## src/hw/wkt_pkg.sv

```systemverilog
// wake-up countdown timer: register map, field layout, carrier types and shared decoders
//==============================================================================
// Behaviour
// - the countdown steps on the slow clock divided by 1, 4, 8, 16, 128, 1024, 8192 or 65536 as the 3-bit divider code 0..7 selects.
// - the clock source select bit picks the RC slow oscillator when 1 and the crystal slow oscillator when 0.
// - the 4-bit coarse trim field is driven to the RC oscillator, where 1101 is nominal, 0000 is +83 percent and 0111 is -66 percent.
// - separate enable bits switch the RC and the crystal slow oscillators on when 1 and off when 0.
// - the retention memory power bit keeps the battery-backed memory powered during sleep when 1 and unpowered when 0.
// - the arm bit lets a timeout wake the chip when 1 and blocks any wake-up when 0.
// - a wake-up event is raised when the timer unit runs and the down-counter has reached zero.
// - the reload value takes its bits 15 to 8 from the high reload register.
// - the reload value takes its bits 7 to 0 from the low reload register.
// - a high reload byte waits pending and is applied only when the low reload byte is written.
// - the calibration enable bit starts RC oscillator calibration when 1 and keeps it off when 0.
// - writing 1 to the flag clear bit clears the latched timeout flag and the cold start flag, and 0 does nothing.
// - the live timeout status bit reads 1 only while the down-counter sits at zero.
// - the latched timeout flag is set by a timeout event and stays set until the flag clear bit clears it.
// - with calibration enabled the calibration done bit reads 1 once calibration finished and 0 while it runs.
package wkt_pkg;

    //==========================================================================
    // bus geometry
    localparam int ADDR_W = 14;
    localparam int DATA_W = 32;
    localparam int IDX_W  = 12;

    //==========================================================================
    // register indices, byte address is four times the index
    localparam logic [IDX_W-1:0] IDX_CFG_HI   = 12'h30C;
    localparam logic [IDX_W-1:0] IDX_CFG_LO   = 12'h30D;
    localparam logic [IDX_W-1:0] IDX_RLD_HI   = 12'h30E;
    localparam logic [IDX_W-1:0] IDX_RLD_LO   = 12'h30F;
    localparam logic [IDX_W-1:0] IDX_FLAG_CAL = 12'h310;
    localparam logic [IDX_W-1:0] IDX_STATUS   = 12'h311;
    localparam logic [IDX_W-1:0] IDX_IRQ_STAT = 12'h330;
    localparam logic [IDX_W-1:0] IDX_IRQ_MASK = 12'h331;

    //==========================================================================
    // field positions
    localparam int LO_RC_EN    = 6;
    localparam int LO_XTAL_EN  = 5;
    localparam int LO_SRC_SEL  = 4;
    localparam int LO_RET_PWR  = 3;
    localparam int LO_ARM      = 0;
    localparam int FC_CAL_EN   = 1;
    localparam int FC_CLEAR    = 0;
    localparam int ST_CAL_DONE = 5;
    localparam int ST_XTAL_OUT = 3;
    localparam int ST_COLD     = 2;
    localparam int ST_LATCHED  = 1;
    localparam int ST_LIVE     = 0;
    localparam int IRQ_W       = 2;
    localparam int IRQ_TIMEOUT = 0;
    localparam int IRQ_CAL     = 1;

    //==========================================================================
    // reset values
    localparam logic [7:0]       RST_BYTE   = 8'h00;
    localparam logic [15:0]      RST_RELOAD = 16'h0000;
    localparam logic [IRQ_W-1:0] RST_MASK   = 2'h0;

    //==========================================================================
    // carrier types
    typedef struct packed {
        logic       reserved;
        logic [3:0] trim;
        logic [2:0] divider;
    } wkt_cfg_hi_t;

    typedef struct packed {
        logic       rc_enable;
        logic       xtal_enable;
        logic       source_rc;
        logic [3:0] rc_trim;
    } wkt_osc_ctl_t;

    //==========================================================================
    // shared decoders
    // terminal count of the tick divider, one less than the division ratio
    function automatic logic [15:0] wkt_divider_tc(input logic [2:0] code);
        case (code)
            3'h0:    return 16'h0000;
            3'h1:    return 16'h0003;
            3'h2:    return 16'h0007;
            3'h3:    return 16'h000F;
            3'h4:    return 16'h007F;
            3'h5:    return 16'h03FF;
            3'h6:    return 16'h1FFF;
            default: return 16'hFFFF;
        endcase
    endfunction

    function automatic logic wkt_hit(input logic [ADDR_W-1:0] addr, input logic [IDX_W-1:0] idx);
        return addr == {idx, 2'h0};
    endfunction

endpackage

```

## src/hw/wkt_top.sv

```systemverilog
// wake-up countdown timer: register slave, slow clock capture, countdown and flags
`timescale 1ns/1ps
module wkt_top (
    input  wire logic                         i_sys_clk,
    input  wire logic                         i_rst_n,
    input  wire logic [wkt_pkg::ADDR_W-1:0]   i_address,
    input  wire logic                         i_read,
    input  wire logic                         i_write,
    input  wire logic [wkt_pkg::DATA_W-1:0]   i_writedata,
    input  wire logic [3:0]                   i_byteenable,
    output logic      [wkt_pkg::DATA_W-1:0]   o_readdata,
    output logic                              o_waitrequest,
    input  wire logic                         i_rc_slow_osc,
    input  wire logic                         i_xtal_slow_osc,
    input  wire logic                         i_rc_cal_done,
    output wkt_pkg::wkt_osc_ctl_t             o_osc_ctl,
    output logic                              o_retention_power_en,
    output logic                              o_rc_cal_enable,
    output logic                              o_wake_req,
    output logic                              o_irq
);
    import wkt_pkg::*;

    //==========================================================================
    // register state
    wkt_cfg_hi_t      cfg_hi;
    logic [7:0]       cfg_lo;
    logic [7:0]       reload_hi_pending;
    logic [15:0]      reload;
    logic             cal_en;
    logic [IRQ_W-1:0] irq_stat;
    logic [IRQ_W-1:0] irq_mask;
    logic             ack;
    logic [31:0]      readdata;

    //==========================================================================
    // bus decode: one wait cycle per access, the answer comes on the second edge
    logic       req;
    logic       wr_fire;
    logic       wr_ok;
    logic [7:0] wbyte;
    logic       hit_cfg_hi;
    logic       hit_cfg_lo;
    logic       hit_rld_hi;
    logic       hit_rld_lo;
    logic       hit_flag;
    logic       hit_status;
    logic       hit_istat;
    logic       hit_imask;

    assign req           = i_read || i_write;
    assign o_waitrequest = req && !ack;
    assign wr_fire       = i_write && ack;
    assign wr_ok         = wr_fire && i_byteenable[0];
    assign wbyte         = i_writedata[7:0];
    assign hit_cfg_hi    = wkt_hit(i_address, IDX_CFG_HI);
    assign hit_cfg_lo    = wkt_hit(i_address, IDX_CFG_LO);
    assign hit_rld_hi    = wkt_hit(i_address, IDX_RLD_HI);
    assign hit_rld_lo    = wkt_hit(i_address, IDX_RLD_LO);
    assign hit_flag      = wkt_hit(i_address, IDX_FLAG_CAL);
    assign hit_status    = wkt_hit(i_address, IDX_STATUS);
    assign hit_istat     = wkt_hit(i_address, IDX_IRQ_STAT);
    assign hit_imask     = wkt_hit(i_address, IDX_IRQ_MASK);

    logic clear_write;
    logic reload_write;
    assign clear_write  = wr_ok && hit_flag && wbyte[FC_CLEAR];
    assign reload_write = wr_ok && hit_rld_lo;

    always_ff @(posedge i_sys_clk) begin
        if (!i_rst_n) begin
            ack <= 1'b0;
        end else begin
            ack <= req && !ack;
        end
    end

    //==========================================================================
    // slow oscillator capture: both pins pass two flops before any use
    logic [1:0] rc_sync;
    logic [1:0] xtal_sync;
    logic [1:0] cal_sync;
    logic       slow_prev;
    logic       slow_level;
    logic       slow_edge;
    logic       cal_done_s;

    always_ff @(posedge i_sys_clk) begin
        if (!i_rst_n) begin
            rc_sync   <= 2'h0;
            xtal_sync <= 2'h0;
            cal_sync  <= 2'h0;
            slow_prev <= 1'b0;
        end else begin
            rc_sync   <= {rc_sync[0], i_rc_slow_osc};
            xtal_sync <= {xtal_sync[0], i_xtal_slow_osc};
            cal_sync  <= {cal_sync[0], i_rc_cal_done};
            slow_prev <= slow_level;
        end
    end

    // source switch may add one spurious edge, harmless against a 32 kHz period
    assign slow_level = cfg_lo[LO_SRC_SEL] ? rc_sync[1] : xtal_sync[1];
    assign slow_edge  = slow_level && !slow_prev;
    assign cal_done_s = cal_en && cal_sync[1];

    //==========================================================================
    // timer runs only while the selected oscillator is switched on
    logic timer_on;
    logic tick;
    assign timer_on = cfg_lo[LO_SRC_SEL] ? cfg_lo[LO_RC_EN] : cfg_lo[LO_XTAL_EN];

    wkt_tick_divider u_div (
        .i_sys_clk   (i_sys_clk),
        .i_rst_n     (i_rst_n),
        .i_enable    (timer_on),
        .i_slow_edge (slow_edge),
        .i_divider   (cfg_hi.divider),
        .o_tick      (tick)
    );

    //==========================================================================
    // configuration and reload registers, write only from the bus side
    always_ff @(posedge i_sys_clk) begin
        if (!i_rst_n) begin
            cfg_hi            <= wkt_cfg_hi_t'(RST_BYTE);
            cfg_lo            <= RST_BYTE;
            reload_hi_pending <= RST_BYTE;
            reload            <= RST_RELOAD;
            cal_en            <= 1'b0;
            irq_mask          <= RST_MASK;
        end else begin
            if (wr_ok && hit_cfg_hi) begin
                cfg_hi <= wkt_cfg_hi_t'(wbyte);
            end
            if (wr_ok && hit_cfg_lo) begin
                cfg_lo <= wbyte;
            end
            if (wr_ok && hit_rld_hi) begin
                reload_hi_pending <= wbyte;
            end
            if (reload_write) begin
                reload <= {reload_hi_pending, wbyte};
            end
            if (wr_ok && hit_flag) begin
                cal_en <= wbyte[FC_CAL_EN];
            end
            if (wr_ok && hit_imask) begin
                irq_mask <= wbyte[IRQ_W-1:0];
            end
        end
    end

    //==========================================================================
    // down-counter: a reload write restarts the count from the new value
    logic [15:0] count;
    logic [15:0] next_count;
    logic        at_zero;
    logic        live_event;
    logic        live_prev;
    logic        timeout_pulse;

    assign at_zero       = (count == 16'h0000);
    assign next_count    = reload_write ? {reload_hi_pending, wbyte} :
                           at_zero      ? reload :
                                          count - 16'h0001;
    assign live_event    = timer_on && at_zero;
    assign timeout_pulse = live_event && !live_prev;

    always_ff @(posedge i_sys_clk) begin
        if (!i_rst_n) begin
            count     <= RST_RELOAD;
            live_prev <= 1'b0;
        end else begin
            live_prev <= live_event;
            if (reload_write || (tick && timer_on)) begin
                count <= next_count;
            end
        end
    end

    //==========================================================================
    // latched flags, a new event beats a clear in the same cycle
    logic latched;
    logic cold_start;
    logic cal_prev;

    always_ff @(posedge i_sys_clk) begin
        if (!i_rst_n) begin
            latched    <= 1'b0;
            cold_start <= 1'b1;
            cal_prev   <= 1'b0;
        end else begin
            cal_prev <= cal_done_s;
            if (timeout_pulse) begin
                latched <= 1'b1;
            end else if (clear_write) begin
                latched <= 1'b0;
            end
            if (clear_write) begin
                cold_start <= 1'b0;
            end
        end
    end

    //==========================================================================
    // interrupt status, write one to clear, set wins
    logic [IRQ_W-1:0] irq_set;
    logic [IRQ_W-1:0] irq_clr;
    assign irq_set[IRQ_TIMEOUT] = timeout_pulse;
    assign irq_set[IRQ_CAL]     = cal_done_s && !cal_prev;
    assign irq_clr              = (wr_ok && hit_istat) ? wbyte[IRQ_W-1:0] : {IRQ_W{1'b0}};

    always_ff @(posedge i_sys_clk) begin
        if (!i_rst_n) begin
            irq_stat <= {IRQ_W{1'b0}};
        end else begin
            irq_stat <= (irq_stat & ~irq_clr) | irq_set;
        end
    end

    assign o_irq = |(irq_stat & irq_mask);

    //==========================================================================
    // read mux: write-only registers and unmapped addresses read zero
    logic [7:0]  status_byte;
    logic [31:0] next_readdata;
    always_comb begin
        status_byte              = 8'h00;
        status_byte[ST_CAL_DONE] = cal_done_s;
        status_byte[ST_XTAL_OUT] = xtal_sync[1];
        status_byte[ST_COLD]     = cold_start;
        status_byte[ST_LATCHED]  = latched;
        status_byte[ST_LIVE]     = live_event;
    end

    assign next_readdata = hit_status ? {24'h000000, status_byte} :
                           hit_flag   ? {30'h00000000, cal_en, 1'b0} :
                           hit_istat  ? {30'h00000000, irq_stat} :
                           hit_imask  ? {30'h00000000, irq_mask} :
                                        32'h00000000;

    always_ff @(posedge i_sys_clk) begin
        if (!i_rst_n) begin
            readdata <= 32'h00000000;
        end else if (i_read && !ack) begin
            readdata <= next_readdata;
        end
    end

    //==========================================================================
    // outputs toward the analog side and the power controller
    logic wake_q;
    always_ff @(posedge i_sys_clk) begin
        if (!i_rst_n) begin
            wake_q <= 1'b0;
        end else begin
            wake_q <= timeout_pulse && cfg_lo[LO_ARM];
        end
    end

    assign o_readdata           = readdata;
    assign o_wake_req           = wake_q;
    assign o_osc_ctl.rc_enable   = cfg_lo[LO_RC_EN];
    assign o_osc_ctl.xtal_enable = cfg_lo[LO_XTAL_EN];
    assign o_osc_ctl.source_rc   = cfg_lo[LO_SRC_SEL];
    assign o_osc_ctl.rc_trim     = cfg_hi.trim;
    assign o_retention_power_en = cfg_lo[LO_RET_PWR];
    assign o_rc_cal_enable      = cal_en;
endmodule

```

## src/hw/wkt_tick_divider.sv

```systemverilog
// wake-up countdown timer: slow clock edge to countdown tick divider
`timescale 1ns/1ps
module wkt_tick_divider (
    input  wire logic       i_sys_clk,
    input  wire logic       i_rst_n,
    input  wire logic       i_enable,
    input  wire logic       i_slow_edge,
    input  wire logic [2:0] i_divider,
    output logic            o_tick
);
    import wkt_pkg::*;

    logic [15:0] count;
    logic [15:0] tc;
    logic        wrap;

    assign tc   = wkt_divider_tc(i_divider);
    assign wrap = i_slow_edge && (count >= tc);

    //==========================================================================
    // divider counter, held at zero while stopped so a restart is a clean period
    always_ff @(posedge i_sys_clk) begin
        if (!i_rst_n || !i_enable) begin
            count  <= 16'h0000;
            o_tick <= 1'b0;
        end else begin
            o_tick <= wrap;
            if (wrap) begin
                count <= 16'h0000;
            end else if (i_slow_edge) begin
                count <= count + 16'h0001;
            end
        end
    end
endmodule

```

## config.mk

```make
export PLATFORM = sky130hd
export DESIGN_NAME = wkt_top
export DESIGN_NICKNAME = d
export VERILOG_FILES = /design/src/hw/wkt_pkg.sv /design/src/hw/wkt_top.sv /design/src/hw/wkt_tick_divider.sv
export SDC_FILE = /design/constraint.sdc
export NUM_CORES = 1
export LEC_CHECK = 0
export ABC_AREA = 1
export BUFFER_PORTS_ARGS = -buffer_cell sky130_fd_sc_hd__buf_2
export CAP_MARGIN = 10
export CORE_UTILIZATION = 58
export DETAILED_ROUTE_END_ITERATION = 12
export PLACE_DENSITY_LB_ADDON = 0.15
export SETUP_SLACK_MARGIN = 0.15
export SLEW_MARGIN = 25
export SYNTH_ARGS = -nofsm -noshare
export SYNTH_HDL_FRONTEND = slang
export SYNTH_SLANG_ARGS = --single-unit
```

## constraint.sdc

```tcl
create_clock -name i_sys_clk -period 3.3 [get_ports i_sys_clk]
set_clock_uncertainty 0.1 [all_clocks]
set_input_delay 0.33 -clock i_sys_clk [delete_from_list [all_inputs] [get_ports i_sys_clk]]
set_output_delay 0.33 -clock i_sys_clk [all_outputs]
set_load 0.005 [all_outputs]
```

Yosys cells after proc, flatten, opt, wreduce, memory -nomap -nowiden
Index checks and enable logic that the tools add are counted.

Output and inout bits: 44. Word-level logic and storage cells: 89. ROM bits: 0. Input bits: 57. Bits in latches: 0. Register bits: 121. Memories kept: 0. RAM bits: 0.

$mul: 0. Bitwise operators: 4. Shift-type cells: 0. Order comparisons: 1. $add $sub $neg: 2. Div/mod/pow operators: 0. Equality and inequality tests: 14. Reductions and logical operators: 34. Muxes and demuxes: 12.

Operators by type and width (number): $eq A14 B12 Y1 const B (8); $pmux W16 S7 (1); $mux W16 (2); $logic_and A1 B1 Y1 (20); $add A16 B1 Y16 const B (1); $ge A16 B16 Y1 (1); $logic_not A16 Y1 (1); $sub A16 B1 Y16 const B (1); $eq A3 B3 Y1 const B (3); $mux W2 (4); $eq A3 B2 Y1 const B (2); $logic_not A1 Y1 (6); $mux W6 (1); $and A2 B2 Y2 (2); $mux W1 (4); $reduce_or A2 Y1 (2); $eq A3 B1 Y1 const B (1); $logic_not A3 Y1 (1); $logic_or A1 B1 Y1 (3); $not A2 Y2 (1); $or A2 B2 Y2 (1); $reduce_bool A2 Y1 (1).

Logic depth before layout (Yosys ltp)
Gate-level depths: netlist (run 1).

Word-level depth: 7. Mapped depth: 16. Mapped depth without buffers: 15.

Modules after synthesis
From an unflattened synthesis (run 1), not the netlist that was laid out.

Cell total of the unflattened synthesis: 753. Area, all modules: 5175.0 sq um.

By module, submodules not included: wkt_top (sequential area each 1501.4 sq um, cells each 585, area each 3972.6 sq um, times used 1); wkt_tick_divider (sequential area each 340.3 sq um, cells each 168, area each 1202.4 sq um, times used 1).

Worst setup path before layout (run 1)
No wires, ideal clock.

Path kind: flip-flop to flip-flop. Start: register cfg_hi[0] in the netlist's numbering. End: register u_div.count[10]. Stages on the path, launching flop included: 11. Arrival: 1.724 ns. Library setup time: 0.116 ns. Slack: 1.361 ns. Required time: 3.084 ns. Buffers on the path: 1. Clock period less this slack: 1.939 ns. Path through: dfxtp_1 -> o21ai_0 -> ha_1 -> nand4_1 -> nor3_1 -> nand3_1 -> nand3_1 -> nand2_1 -> nand2_1 -> buf_2 -> nor2_1.

Cells in the longest elaborated chain, start to end: 5. Elaborated cells between the ends (all ways): 11. Those cells by class: order compare (1); eq/ne (6); mux (1); reduce/logical (3).

RTL lines: start, declared (RTL line wkt_top.sv:26) `wkt_cfg_hi_t cfg_hi;`; start signal, assigned (RTL line wkt_top.sv:126) `cfg_hi <= wkt_cfg_hi_t'(RST_BYTE);`; start signal, assigned (RTL line wkt_top.sv:134) `cfg_hi <= wkt_cfg_hi_t'(wbyte);`; $eq A3 B3 Y1 (tied with other cells) (RTL line wkt_pkg.sv:81) `case (code)`; $pmux W16 S7 * (RTL line wkt_pkg.sv:81); $ge A16 B16 Y1 * (RTL line wkt_tick_divider.sv:18) `assign wrap = i_slow_edge && (count >= tc);`; $logic_and A1 B1 Y1 * (RTL line wkt_tick_divider.sv:18); $reduce_or A2 Y1 (no source line) *; end signal, assigned (RTL line wkt_tick_divider.sv:31) `count <= count + 16'h0001;`; end, declared (RTL line wkt_tick_divider.sv:13) `logic [15:0] count;`.

Mark *: on every way between the ends. The rest lies on a longest branch, timed or not. A chain may end at the register's enable or synchronous reset.

Worst setup path in the final report (run 1)
Start: register cfg_hi[0] in the netlist's numbering. End: register u_div.count[15].

Same word-level chain as after synthesis.

==> impl_metrics.env, run 1 <==
export IMPL_outcome="completed"
export IMPL_root_buffer="clkbuf_8"
export IMPL_setup_tns_ps=0
export IMPL_htreeDepth=3
export IMPL_leakagePower_nw=2.601
export IMPL_ant_nets=0
export IMPL_place_congestion=0.8937
export IMPL_drtPass1Iterations=6
export IMPL_vias_per_cell=5.217
export IMPL_worstReg2RegStart="cfg_hi[0]"
export IMPL_cts_setup_buffers=0
export IMPL_cp_startpoint="cfg_hi[0]"
export IMPL_globalRouteMet3Util_pct=4.388
export IMPL_synth_top_family_by_area="simple AND/OR/NAND/NOR gates"
export IMPL_end_kind="flop"
export IMPL_synthArstFlopShare_pct=0
export IMPL_area_growth_pct=6.201
export IMPL_cp_required_ps=3450
export IMPL_ff2ff_path_depth=9
export IMPL_grt_max_degree=41
export IMPL_max_slew_margin_pct=57.67
export IMPL_synth_edff_count=0
export IMPL_fin_crit_sh_pct=73.27
export IMPL_insertion_delay_ps=370
export IMPL_avgRoutedWirePerCell_um=13.08
export IMPL_layout_drive_gt1_share_pct=12.86
export IMPL_synth_compound_area_share_pct=11.92
export IMPL_maxSlewViolCount=0
export IMPL_dieWidth_um=97.11
export IMPL_n_antenna_cell=0
export IMPL_drcViolationCount=0
export IMPL_tightestPinTransition_ps=635.0
export IMPL_synth_cell_types=42
export IMPL_core_area_sq_um=8721
export IMPL_finalPower_w=0.001979
export IMPL_arrival_ps=2570
export IMPL_min_to="rc_sync[0]"
export IMPL_grt_busiest_layer="met2"
export IMPL_synth_area_leaders="dfxtp_1 (35%), nand2_1 (12%), nor2_1 (7.4%)"
export IMPL_crit_fanout=16
export IMPL_synthCells=769
export IMPL_grt_util_all_layers_pct=26.57
export IMPL_layout_nets=879
export IMPL_yosys_warnings=0
export IMPL_ys_ff_latch=92
export IMPL_drt_iter0_markers=294
export IMPL_hold_depth=3
export IMPL_clock_sinks=92
export IMPL_worstHoldStart="i_rc_slow_osc"
export IMPL_holdWs_ps=27.47
export IMPL_antenna_found_initial=0
export IMPL_ys_flop_type="dfxtp_1"
export IMPL_syn_area_per_cell_sq_um=6.822
export IMPL_setup_violations=0
export IMPL_synth_area_sq_um=5246
export IMPL_netlist_top_cell_by_area="dfxtp_1"
export IMPL_min_path_type="in2reg"
export IMPL_synth_fa_ha_area_share_pct=4.293
export IMPL_port_buffers=46
export IMPL_grt_ovfl_total=0
export IMPL_peakVddDrop_mv=0.2079
export IMPL_cts_inserted_buffers=9
export IMPL_r2r_setup_slack_ps=880
export IMPL_crit_type="reg2reg"
export IMPL_start_util_pct=60.16
export IMPL_die_y_um=97.11
export IMPL_yosysSeqAreaShare_pct=35.11
export IMPL_post_cts_resized=0
export IMPL_grt_util_met2_pct=43.93
export IMPL_power_density_nw_per_um2=355.1
export IMPL_synth_top_area_share_pct=35.11
export IMPL_slowest_stage="nand2_1"
export IMPL_cts_tree="done"
export IMPL_max_freq_mhz=413.6
export IMPL_nFillCells=800
export IMPL_synthMuxAreaShare_pct=0.1908
export IMPL_grt_pass1_vias=4452
export IMPL_vias=4784
export IMPL_slowest_delay_ps=460
export IMPL_hold_viol=0
export IMPL_drv_cap=0
export IMPL_timing_rr_end="u_div.count[15]"
export IMPL_post_dp_hpwl_mm=8.835
export IMPL_placementRows=34
export IMPL_met1_usage_pct=34.79
export IMPL_critPathBufInv=0
export IMPL_io_pins=101
export IMPL_grt_pass1_wl_mm=20.56
export IMPL_drt_wl_total_mm=12.00
export IMPL_start_kind="flop"
export IMPL_cts_path_max_buffers=2
export IMPL_ctsHoldBuffers=0
export IMPL_path_cells="o21ai_0, ha_1, nand4_1, nor3_1, nand3_1, nand3_1, nand2_1, nand2_1, nor2_1"
export IMPL_rsz0062_at_grt="no"
export IMPL_clk_pin_slew_worst_paths_ps=110
export IMPL_period_needed_ps=2418
export IMPL_yosys_area_share_simple_pct=31.46
export IMPL_synth_xor_area_share_pct=2.838
export IMPL_cp_top_family="simple AND/OR/NAND/NOR gates"
export IMPL_dieArea_sq_um=9429
[metal layers]
| layer | up-vias | wire length (um) |
|---|---|---|
| li1 | 2450 | - |
| met1 | 2153 | 5488 |
| met2 | 161 | 5538 |
| met3 | 20 | 686 |
| met4 | 0 | 283 |
| met5 | - | 0 |
[logic make-up after synthesis]
| kind of cell | Yosys count |
|---|---|
| buffers and inverters | 155 |
| XOR/XNOR | 17 |
| flip-flops | 92 |
| AND/OR/NAND/NOR | 368 |
| AO/OA/AOI/OAI | 117 |
| other | 1 |
| adder cells (fa/ha/maj) | 18 |
| multiplexers | 1 |
[cells in the mapped netlist, types with 3 or more instances]
master	instances
nor2_1	104
nand3_1	45
inv_2	4
buf_2	5
buf_6	3
nor2_4	3
nand2_1	162
ha_1	18
a21oi_2	3
nand3b_1	3
a21oi_1	60
nor3_1	13
nand4_1	9
o21ai_2	3
xnor2_1	6
xor2_1	11
clkbuf_1	7
buf_4	34
nor2_2	7
inv_1	99
nand3_2	5
dfxtp_1	92
nand2_2	8
o21ai_0	41
o21ai_1	3
[state kept, by name, summed over array words and instances (netlist names)]
register / flops
slow_prev: 1
irq_mask: 2
cal_prev: 1
o_readdata: 5
latched: 1
cfg_hi: 3
u_div.count: 16
reload: 16
o_wake_req: 1
cfg_lo: 5
irq_stat: 2
o_rc_cal_enable: 1
xtal_sync: 2
o_osc_ctl: 4
cal_sync: 2
cold_start: 1
u_div.o_tick: 1
ack: 1
rc_sync: 2
live_prev: 1
count: 16
reload_hi_pending: 8
[how the worst max path moves through the flow]
stage                       to  slack, ps  depth (start not counted)
2_1_floorplan  u_div.count[10]       1360                         10
3_3_place_gp   u_div.count[15]       1000                          9
3_5_place_dp   u_div.count[15]        900                          9
4_1_cts        u_div.count[15]        890                          9
5_1_grt        u_div.count[15]        650                          9
6_report       u_div.count[15]        880                          9
[power breakdown]
group	switching, W	leakage (nW)	internal, W
clock network	0.000468	0.0987	0.000294
logic	0.0000668	1.76	0.0000285
registers	0.00000422	0.743	0.00112
[metrics by stage]
| stage | cell area, sq um | std cells | setup WS, ps | utilization [%] |
|---|---|---|---|---|
| detailed placement | 5376 | 901 | 904.3 | 61.65 |
| floorplan | 5344 | 795 | 1361 | - |
| finish | 5572 | 917 | 882.1 | 63.89 |
| CTS | 5572 | 917 | 893.1 | 63.89 |
| global placement | 5376 | 901 | 1003 | 61.65 |
| global route | 5572 | 917 | 654.2 | 63.89 |
[worst reg2reg max path: stages, from the launching register on]
cell     delay [ps]
dfxtp_1         440
o21ai_0         220
ha_1            360
nand4_1         100
nor3_1          240
nand3_1         110
nand3_1         110
nand2_1          70
nand2_1         460
nor2_1          100
[cell type report]
type	count	area, sq um	area share, %
sequential	92	1842	33.06
clock inverter	7	71.32	1.280
clock buffer	9	123.9	2.223
multi-input combinational	548	2761	49.56
inverter	106	400.4	7.186
timing repair buffer	47	237.7	4.267
tap	108	135.1	2.425
[cells in the final DEF, fill, tap and decap left out, types with 2 or more instances in the layout]
| cell type | netlist | routed |
|---|---|---|
| nand3_2 | 5 | 5 |
| clkinv_4 | 0 | 4 |
| nand2_4 | 2 | 2 |
| conb_1 | 1 | 27 |
| nor3_1 | 13 | 13 |
| a211oi_1 | 2 | 2 |
| ha_1 | 18 | 18 |
| nand2_1 | 162 | 162 |
| nand4_1 | 9 | 9 |
| nor2_1 | 104 | 104 |
| o21ai_2 | 3 | 3 |
| nand3_1 | 45 | 45 |
| xnor2_1 | 6 | 6 |
| clkbuf_8 | 0 | 9 |
| nand2_2 | 8 | 8 |
| nor2_4 | 3 | 3 |
| a21oi_1 | 60 | 60 |
| clkinv_2 | 2 | 2 |
| dfxtp_1 | 92 | 92 |
| inv_2 | 4 | 4 |
| nand3b_1 | 3 | 3 |
| a21oi_2 | 3 | 3 |
| o21ai_0 | 41 | 41 |
| inv_1 | 99 | 99 |
| and2_1 | 2 | 2 |
| o21ai_1 | 3 | 3 |
| buf_2 | 5 | 46 |
| xor2_1 | 11 | 11 |
| nor2_2 | 7 | 7 |
Power figures use the tool's default switching activity.
==> run 2: changes to the inputs <==
--- a/config.mk
+++ b/config.mk
@@ -5,10 +5,10 @@
 export SDC_FILE = /design/constraint.sdc
 export NUM_CORES = 1
 export LEC_CHECK = 0
-export ABC_AREA = 1
+export ABC_AREA = 0
 export BUFFER_PORTS_ARGS = -buffer_cell sky130_fd_sc_hd__buf_2
 export CAP_MARGIN = 10
-export CORE_UTILIZATION = 58
+export CORE_UTILIZATION = 50
 export DETAILED_ROUTE_END_ITERATION = 12
 export PLACE_DENSITY_LB_ADDON = 0.15
 export SETUP_SLACK_MARGIN = 0.15
==> constraint.sdc (replaced) <==
create_clock -name i_sys_clk -period 2.2 [get_ports i_sys_clk]
set_clock_uncertainty 0.1 [all_clocks]
set_input_delay 0.22 -clock i_sys_clk [delete_from_list [all_inputs] [get_ports i_sys_clk]]
set_output_delay 0.22 -clock i_sys_clk [all_outputs]
set_load 0.005 [all_outputs]
==> impl_metrics.env, run 2 <==
export IMPL_outcome="complete, but fails checks"
export IMPL_violations="setup timing"
export IMPL_ant_nets=0
export IMPL_synth_compound_area_share_pct=13.93
export IMPL_fin_ws_ps=-82.64
export IMPL_yosys_warnings=0
export IMPL_setup_violations=17
export IMPL_n_antenna_cell=0
export IMPL_synth_top_area_share_pct=38.55
export IMPL_pwr_share_clk_pct=40.3
export IMPL_synth_area_sq_um=4777
export IMPL_layout_drive_gt1_share_pct=25.16
export IMPL_cp_required_ps=2390
export IMPL_layout_nets=710
export IMPL_crit_type="reg2reg"
export IMPL_synth_top_family_by_area="simple AND/OR/NAND/NOR gates"
export IMPL_swShare_pct=23.20
export IMPL_ff2ff_path_depth=9
export IMPL_netlist_top_cell_by_area="dfxtp_1"
export IMPL_die_y_um=99.75
export IMPL_synthMuxAreaShare_pct=5.788
export IMPL_area_growth_pct=21.45
export IMPL_ys_ff_latch=92
export IMPL_slowest_delay_ps=400
export IMPL_avgRoutedWirePerCell_um=14.63
export IMPL_grt_ovfl_total=0
export IMPL_cts_inserted_buffers=9
export IMPL_combPwrFrac_pct=4.2
export IMPL_arrival_ps=2480
export IMPL_hold_viol=0
export IMPL_power_density_nw_per_um2=521.3
export IMPL_grt_pass1_wl_mm=18.61
export IMPL_synth_fa_ha_area_share_pct=4.715
export IMPL_dieWidth_um=99.75
export IMPL_post_dp_hpwl_mm=7.756
export IMPL_clk_pin_slew_worst_paths_ps=100
export IMPL_io_pins=101
export IMPL_drtPass1Iterations=4
export IMPL_final_cells=769
export IMPL_synth_area_leaders="dfxtp_1 (39%), nand2_1 (5.9%), buf_4 (5.3%)"
export IMPL_place_inst=742
export IMPL_yosysMostFrequentCell="dfxtp_1"
export IMPL_setup_tns_ps=-1061
export IMPL_post_place_ws_ps=-62.78
export IMPL_root_buffer="clkbuf_8"
export IMPL_leakagePower_nw=2.386
export IMPL_cts_path_max_buffers=2
export IMPL_nFillCells=815
export IMPL_rsz0062_at_grt="yes"
export IMPL_path_cells="or3_4, ha_4, nand2b_4, a21oi_2, o2111ai_2, a211oi_2, o21bai_4, buf_12, nor2_1"
export IMPL_min_path_type="in2reg"
export IMPL_switching_power_w=0.0007016
export IMPL_start_kind="flop"
export IMPL_top_regs="count: 16 flops, reload: 16 flops, u_div.count: 16 flops"
export IMPL_synthCells=558
export IMPL_finalPower_w=0.003024
export IMPL_r2r_setup_slack_ps=-80
export IMPL_dieArea_sq_um=9949
export IMPL_layout_common_cells="dfxtp_1 (85), nand2_1 (75), buf_2 (47)"
export IMPL_grt_pass1_vias=3894
export IMPL_crit_fanout=8
export IMPL_grt_util_all_layers_pct=23.97
export IMPL_placementRows=35
export IMPL_fin_crit_sh_pct=103.8
export IMPL_slowest_stage="or3_4"
export IMPL_min_to="count[7]"
export IMPL_vias_per_cell=5.309
export IMPL_yosys_area_share_simple_pct=25.83
export IMPL_drt_iter0_markers=138
export IMPL_ys_flop_type="dfxtp_1"
export IMPL_insertion_delay_ps=360
export IMPL_yosysSeqAreaShare_pct=38.55
export IMPL_synth_cell_types=59
export IMPL_timing_rr_end="u_div.count[10]"
export IMPL_drv_cap=0
export IMPL_vias=4083
export IMPL_ys_top_cells_by_count="dfxtp_1 (92), nand2_1 (75), nor2_1 (38)"
export IMPL_synthArstFlopShare_pct=0
export IMPL_worstReg2RegStart="cfg_hi[0]"
export IMPL_syn_area_per_cell_sq_um=8.561
export IMPL_end_kind="flop"
export IMPL_internal_power_w=0.002323
export IMPL_peakVddDrop_mv=0.4139
export IMPL_worstHoldStart="i_writedata[7]"
export IMPL_clock_sinks=92
export IMPL_drt_wl_total_mm=11.25
export IMPL_hold_depth=3
export IMPL_core_area_sq_um=9240
export IMPL_final_util_pct=62.79
export IMPL_power_frac_seq_pct=55.4
export IMPL_period_needed_ps=2283
export IMPL_synth_xor_area_share_pct=3.117
export IMPL_place_congestion=0.8893
export IMPL_synth_edff_count=0
export IMPL_port_buffers=46
export IMPL_start_util_pct=51.70
export IMPL_cts_tree="done"
export IMPL_max_freq_mhz=438.1
export IMPL_drcViolationCount=0
export IMPL_htreeDepth=3
export IMPL_maxSlewViolCount=0
export IMPL_grt_max_degree=42
export IMPL_antenna_found_initial=0
export IMPL_final_common_cell="dfxtp_1"
run 2: cell count changes in the layout (fill, tap and decap cells not counted), sizes merged, moves of 30 or more:
cell,delta
a21oi,-37
a21boi,+30
buf,+46
nor2,-77
inv,-96
nand2,-96
run 2: per-stage QoR:
step	hold slack [ps]	cell area, sq um
2_1_floorplan	247.3	4892
3_3_place_gp	317.5	5244
3_5_place_dp	318.5	5244
4_1_cts	17.16	5620
5_1_grt	34.56	5802
6_report	35.39	5802
run 2: worst max path at each step:
| stage | start | end | cells past startpoint |
|---|---|---|---|
| 2_1_floorplan | cfg_hi[0] | u_div.count[10] | 9 |
| 3_3_place_gp | cfg_hi[0] | u_div.count[1] | 9 |
| 3_5_place_dp | cfg_hi[0] | u_div.count[1] | 9 |
| 4_1_cts | cfg_hi[2] | u_div.count[10] | 11 |
| 5_1_grt | cfg_hi[1] | u_div.count[11] | 9 |
| 6_report | cfg_hi[0] | u_div.count[10] | 9 |
run 2: what timing repair did:
action / 4_1_cts / 5_1_grt
hold buffers: 3 / 0
cloned: 1 / 1
endpoints found under the setup margin: 22 / 36
endpoints found under the hold margin: 3 / 0
pin swaps: 11 / 19
resized for setup: 20 / 40
setup buffers: 1 / 5
run 2: final cells by class:
| class | instances | area (sq um) | share of cell area (%) |
|---|---|---|---|
| Tap cell | 129 | 161.4 | 2.782 |
| Sequential cell | 92 | 1851 | 31.90 |
| Clock buffer | 12 | 155.1 | 2.674 |
| Clock inverter | 4 | 56.30 | 0.9705 |
| Inverter | 8 | 35.03 | 0.6038 |
| Timing Repair Buffer | 96 | 674.4 | 11.62 |
| Multi-Input combinational cell | 428 | 2869 | 49.45 |
run 2: routing by layer:
metal / vias to the layer above / routed length, um / global-route usage, %
li1: 2040 / - / -
met1: 1912 / 5297 / 31.26
met2: 111 / 5224 / 38.94
met3: 20 / 492 / 5.341
met4: 0 / 237 / 8.484
met5: - / 0 / 0
run 2: power by group through the flow:
stage	clock [W]	sequential [W]	combinational [W]
6_report	0.00122	0.00168	0.000128
5_1_grt	0.00132	0.00168	0.000143
4_1_cts	0.00125	0.00168	0.000127
3_5_place_dp	0	0.00172	0.000122
3_3_place_gp	0	0.00171	0.000121
2_1_floorplan	0	0.00171	0.0000968
run 2: critical path, delay by kind of cell (launching register included):
kind	cells	cell delay, ps
adders and majority gates	1	220
buffers and inverters	1	160
and+or+nand+nor	3	630
AOI/OAI and AO/OA	4	760
DFF	1	340
run 2: logic make-up after synthesis:
kind of cell,Yosys count
AND/OR/NAND/NOR,237
flip-flops,92
multiplexers,26
other,1
XOR/XNOR,17
adder cells (fa/ha/maj),18
AO/OA/AOI/OAI,103
buffers and inverters,64
==> run 3: changes to the inputs <==
--- a/config.mk
+++ b/config.mk
@@ -8,7 +8,7 @@
 export ABC_AREA = 0
 export BUFFER_PORTS_ARGS = -buffer_cell sky130_fd_sc_hd__buf_2
 export CAP_MARGIN = 10
-export CORE_UTILIZATION = 50
+export CORE_UTILIZATION = 58
 export DETAILED_ROUTE_END_ITERATION = 12
 export PLACE_DENSITY_LB_ADDON = 0.15
 export SETUP_SLACK_MARGIN = 0.15
==> constraint.sdc (replaced) <==
create_clock -name i_sys_clk -period 2.7 [get_ports i_sys_clk]
set_clock_uncertainty 0.1 [all_clocks]
set_input_delay 0.27 -clock i_sys_clk [delete_from_list [all_inputs] [get_ports i_sys_clk]]
set_output_delay 0.27 -clock i_sys_clk [all_outputs]
set_load 0.005 [all_outputs]
==> impl_metrics.env, run 3 (synthesis results as in run 2) <==
export IMPL_insertion_delay_ps=370
export IMPL_dieArea_sq_um=8603
export IMPL_crit_fanout=8
export IMPL_fin_crit_sh_pct=89.10
export IMPL_combPwrFrac_pct=4.4
export IMPL_drt_wl_total_mm=10.11
export IMPL_grt_util_all_layers_pct=24.72
export IMPL_start_util_pct=60.87
export IMPL_place_congestion=0.8581
export IMPL_end_kind="flop"
export IMPL_arrival_ps=2600
export IMPL_post_dp_hpwl_mm=7.329
export IMPL_final_util_pct=66.34
export IMPL_switching_power_w=0.0005760
export IMPL_maxSlewViolCount=0
export IMPL_cts_path_max_buffers=2
export IMPL_final_common_cell="dfxtp_1"
export IMPL_area_growth_pct=8.984
export IMPL_port_buffers=46
export IMPL_ant_nets=0
export IMPL_setup_violations=0
export IMPL_vias_per_cell=5.561
export IMPL_io_pins=101
export IMPL_avgRoutedWirePerCell_um=14.27
export IMPL_cts_tree="done"
export IMPL_placementRows=32
export IMPL_pwr_share_clk_pct=36.7
export IMPL_finalPower_w=0.002321
export IMPL_antenna_found_initial=0
export IMPL_die_y_um=92.76
export IMPL_max_slew_margin_pct=54.80
export IMPL_tightestPinTransition_ps=668.9
export IMPL_layout_nets=677
export IMPL_n_antenna_cell=0
export IMPL_htreeDepth=3
export IMPL_clock_sinks=92
export IMPL_leakagePower_nw=2.110
export IMPL_cts_inserted_buffers=9
export IMPL_rsz0062_at_grt="no"
export IMPL_peakVddDrop_mv=0.2515
export IMPL_internal_power_w=0.001745
export IMPL_grt_max_degree=34
export IMPL_grt_pass1_wl_mm=16.90
export IMPL_power_density_nw_per_um2=445.7
export IMPL_vias=3937
export IMPL_hold_depth=2
export IMPL_drt_iter0_markers=146
export IMPL_outcome="completed"
export IMPL_grt_pass1_vias=3553
export IMPL_min_path_type="in2reg"
export IMPL_core_area_sq_um=7848
export IMPL_drtPass1Iterations=4
export IMPL_layout_common_cells="dfxtp_1 (91), nand2_1 (75), buf_2 (46)"
export IMPL_swShare_pct=24.82
export IMPL_dieWidth_um=92.76
export IMPL_start_kind="flop"
export IMPL_crit_type="reg2reg"
export IMPL_root_buffer="clkbuf_8"
export IMPL_top_regs="count: 16 flops, reload: 16 flops, u_div.count: 16 flops"
export IMPL_layout_drive_gt1_share_pct=14.85
export IMPL_period_needed_ps=2406
export IMPL_drv_cap=0
export IMPL_grt_ovfl_total=0
export IMPL_max_freq_mhz=415.7
export IMPL_drcViolationCount=0
export IMPL_ff2ff_path_depth=9
export IMPL_cp_required_ps=2900
export IMPL_clk_pin_slew_worst_paths_ps=90
export IMPL_power_frac_seq_pct=58.9
export IMPL_hold_viol=0
run 3: changes by cell type in the layout (fill, tap and decap cells not counted), moves of 4 or more:
cell / before / now
or3_4: 5 / 0
buf_4: 38 / 14
nor2_1: 34 / 38
ha_1: 12 / 18
ha_4: 6 / 0
a21boi_1: 6 / 2
or3_1: 8 / 13
buf_6: 5 / 0
dfxtp_1: 85 / 91
a21boi_0: 24 / 28
dfxtp_2: 7 / 1
run 3: worst paths after layout:
check | end | slack (ps) | start
hold / removal | rc_sync[0] | 8 | i_rc_slow_osc
hold reg to reg | rc_sync[1] | 340 | rc_sync[0]
setup / recovery | u_div.count[3] | 290 | cfg_hi[2]
setup reg to reg | u_div.count[3] | 290 | cfg_hi[2]
run 3: worst max-delay path: stages, from the launching register on:
cell and delay [ps]:
dfxtp_2 360, or3_1 400, ha_1 280, nand2b_1 140, a21oi_1 150, o2111ai_1 150
a211oi_2 340, buf_4 190, o21bai_4 110, nor2_1 120
run 3: final cells by class:
| type | count | area, sq um |
|---|---|---|
| Multi-Input combinational cell | 429 | 2679 |
| Fill cell | 672 | 2641 |
| Sequential cell | 92 | 1843 |
| Timing Repair Buffer | 62 | 355.3 |
| Tap cell | 102 | 127.6 |
| Clock buffer | 9 | 123.9 |
| Clock inverter | 6 | 47.55 |
| Inverter | 8 | 30.03 |
run 3: routing by layer:
metal / wire length, um / part of all wire, % / vias to the layer above / GRT usage [%]
met2: 4563 / 45 / 115 / 40.06
met1: 4894 / 48 / 1834 / 33.30
met5: 0 / 0 / - / 0
met3: 539 / 5.3 / 9 / 5.665
li1: - / - / 1979 / -
met4: 107 / 1.1 / 0 / 6.026
run 3: per-stage QoR:
| step | TNS, ps | hold WS, ps | setup WS (ps) | cells | area, sq um |
|---|---|---|---|---|---|
| CTS | 0 | 1.274 | 157.6 | 704 | 5164 |
| finish | 0 | 7.618 | 294.2 | 708 | 5206 |
| detailed placement | 0 | 317.9 | 180.5 | 688 | 4975 |
| global route | 0 | 13.05 | 112.0 | 708 | 5206 |
| global placement | -1557 | 314.5 | -109.2 | 688 | 4971 |
| floorplan | 0 | 292.5 | 461.2 | 584 | 4875 |
run 3: power groups by stage:
stage | clock, W | combinational, W | sequential (W)
after detailed placement | 0 | 0.0000983 | 0.00140
after global placement | 0 | 0.0000969 | 0.00140
final | 0.000853 | 0.000102 | 0.00137
after floorplan | 0 | 0.0000788 | 0.00140
after CTS | 0.000866 | 0.000100 | 0.00137
after global routing | 0.000925 | 0.000114 | 0.00137
run 3: timing repair:
item | 4_1_cts | 5_1_grt
cloned | 0 | 1
pin swaps | 0 | 2
buffers inserted | 0 | 2
resized for setup | 1 | 2
hold buffers | 1 | 1
setup endpoints to repair | 1 | 16
hold endpoints to repair | 1 | 1
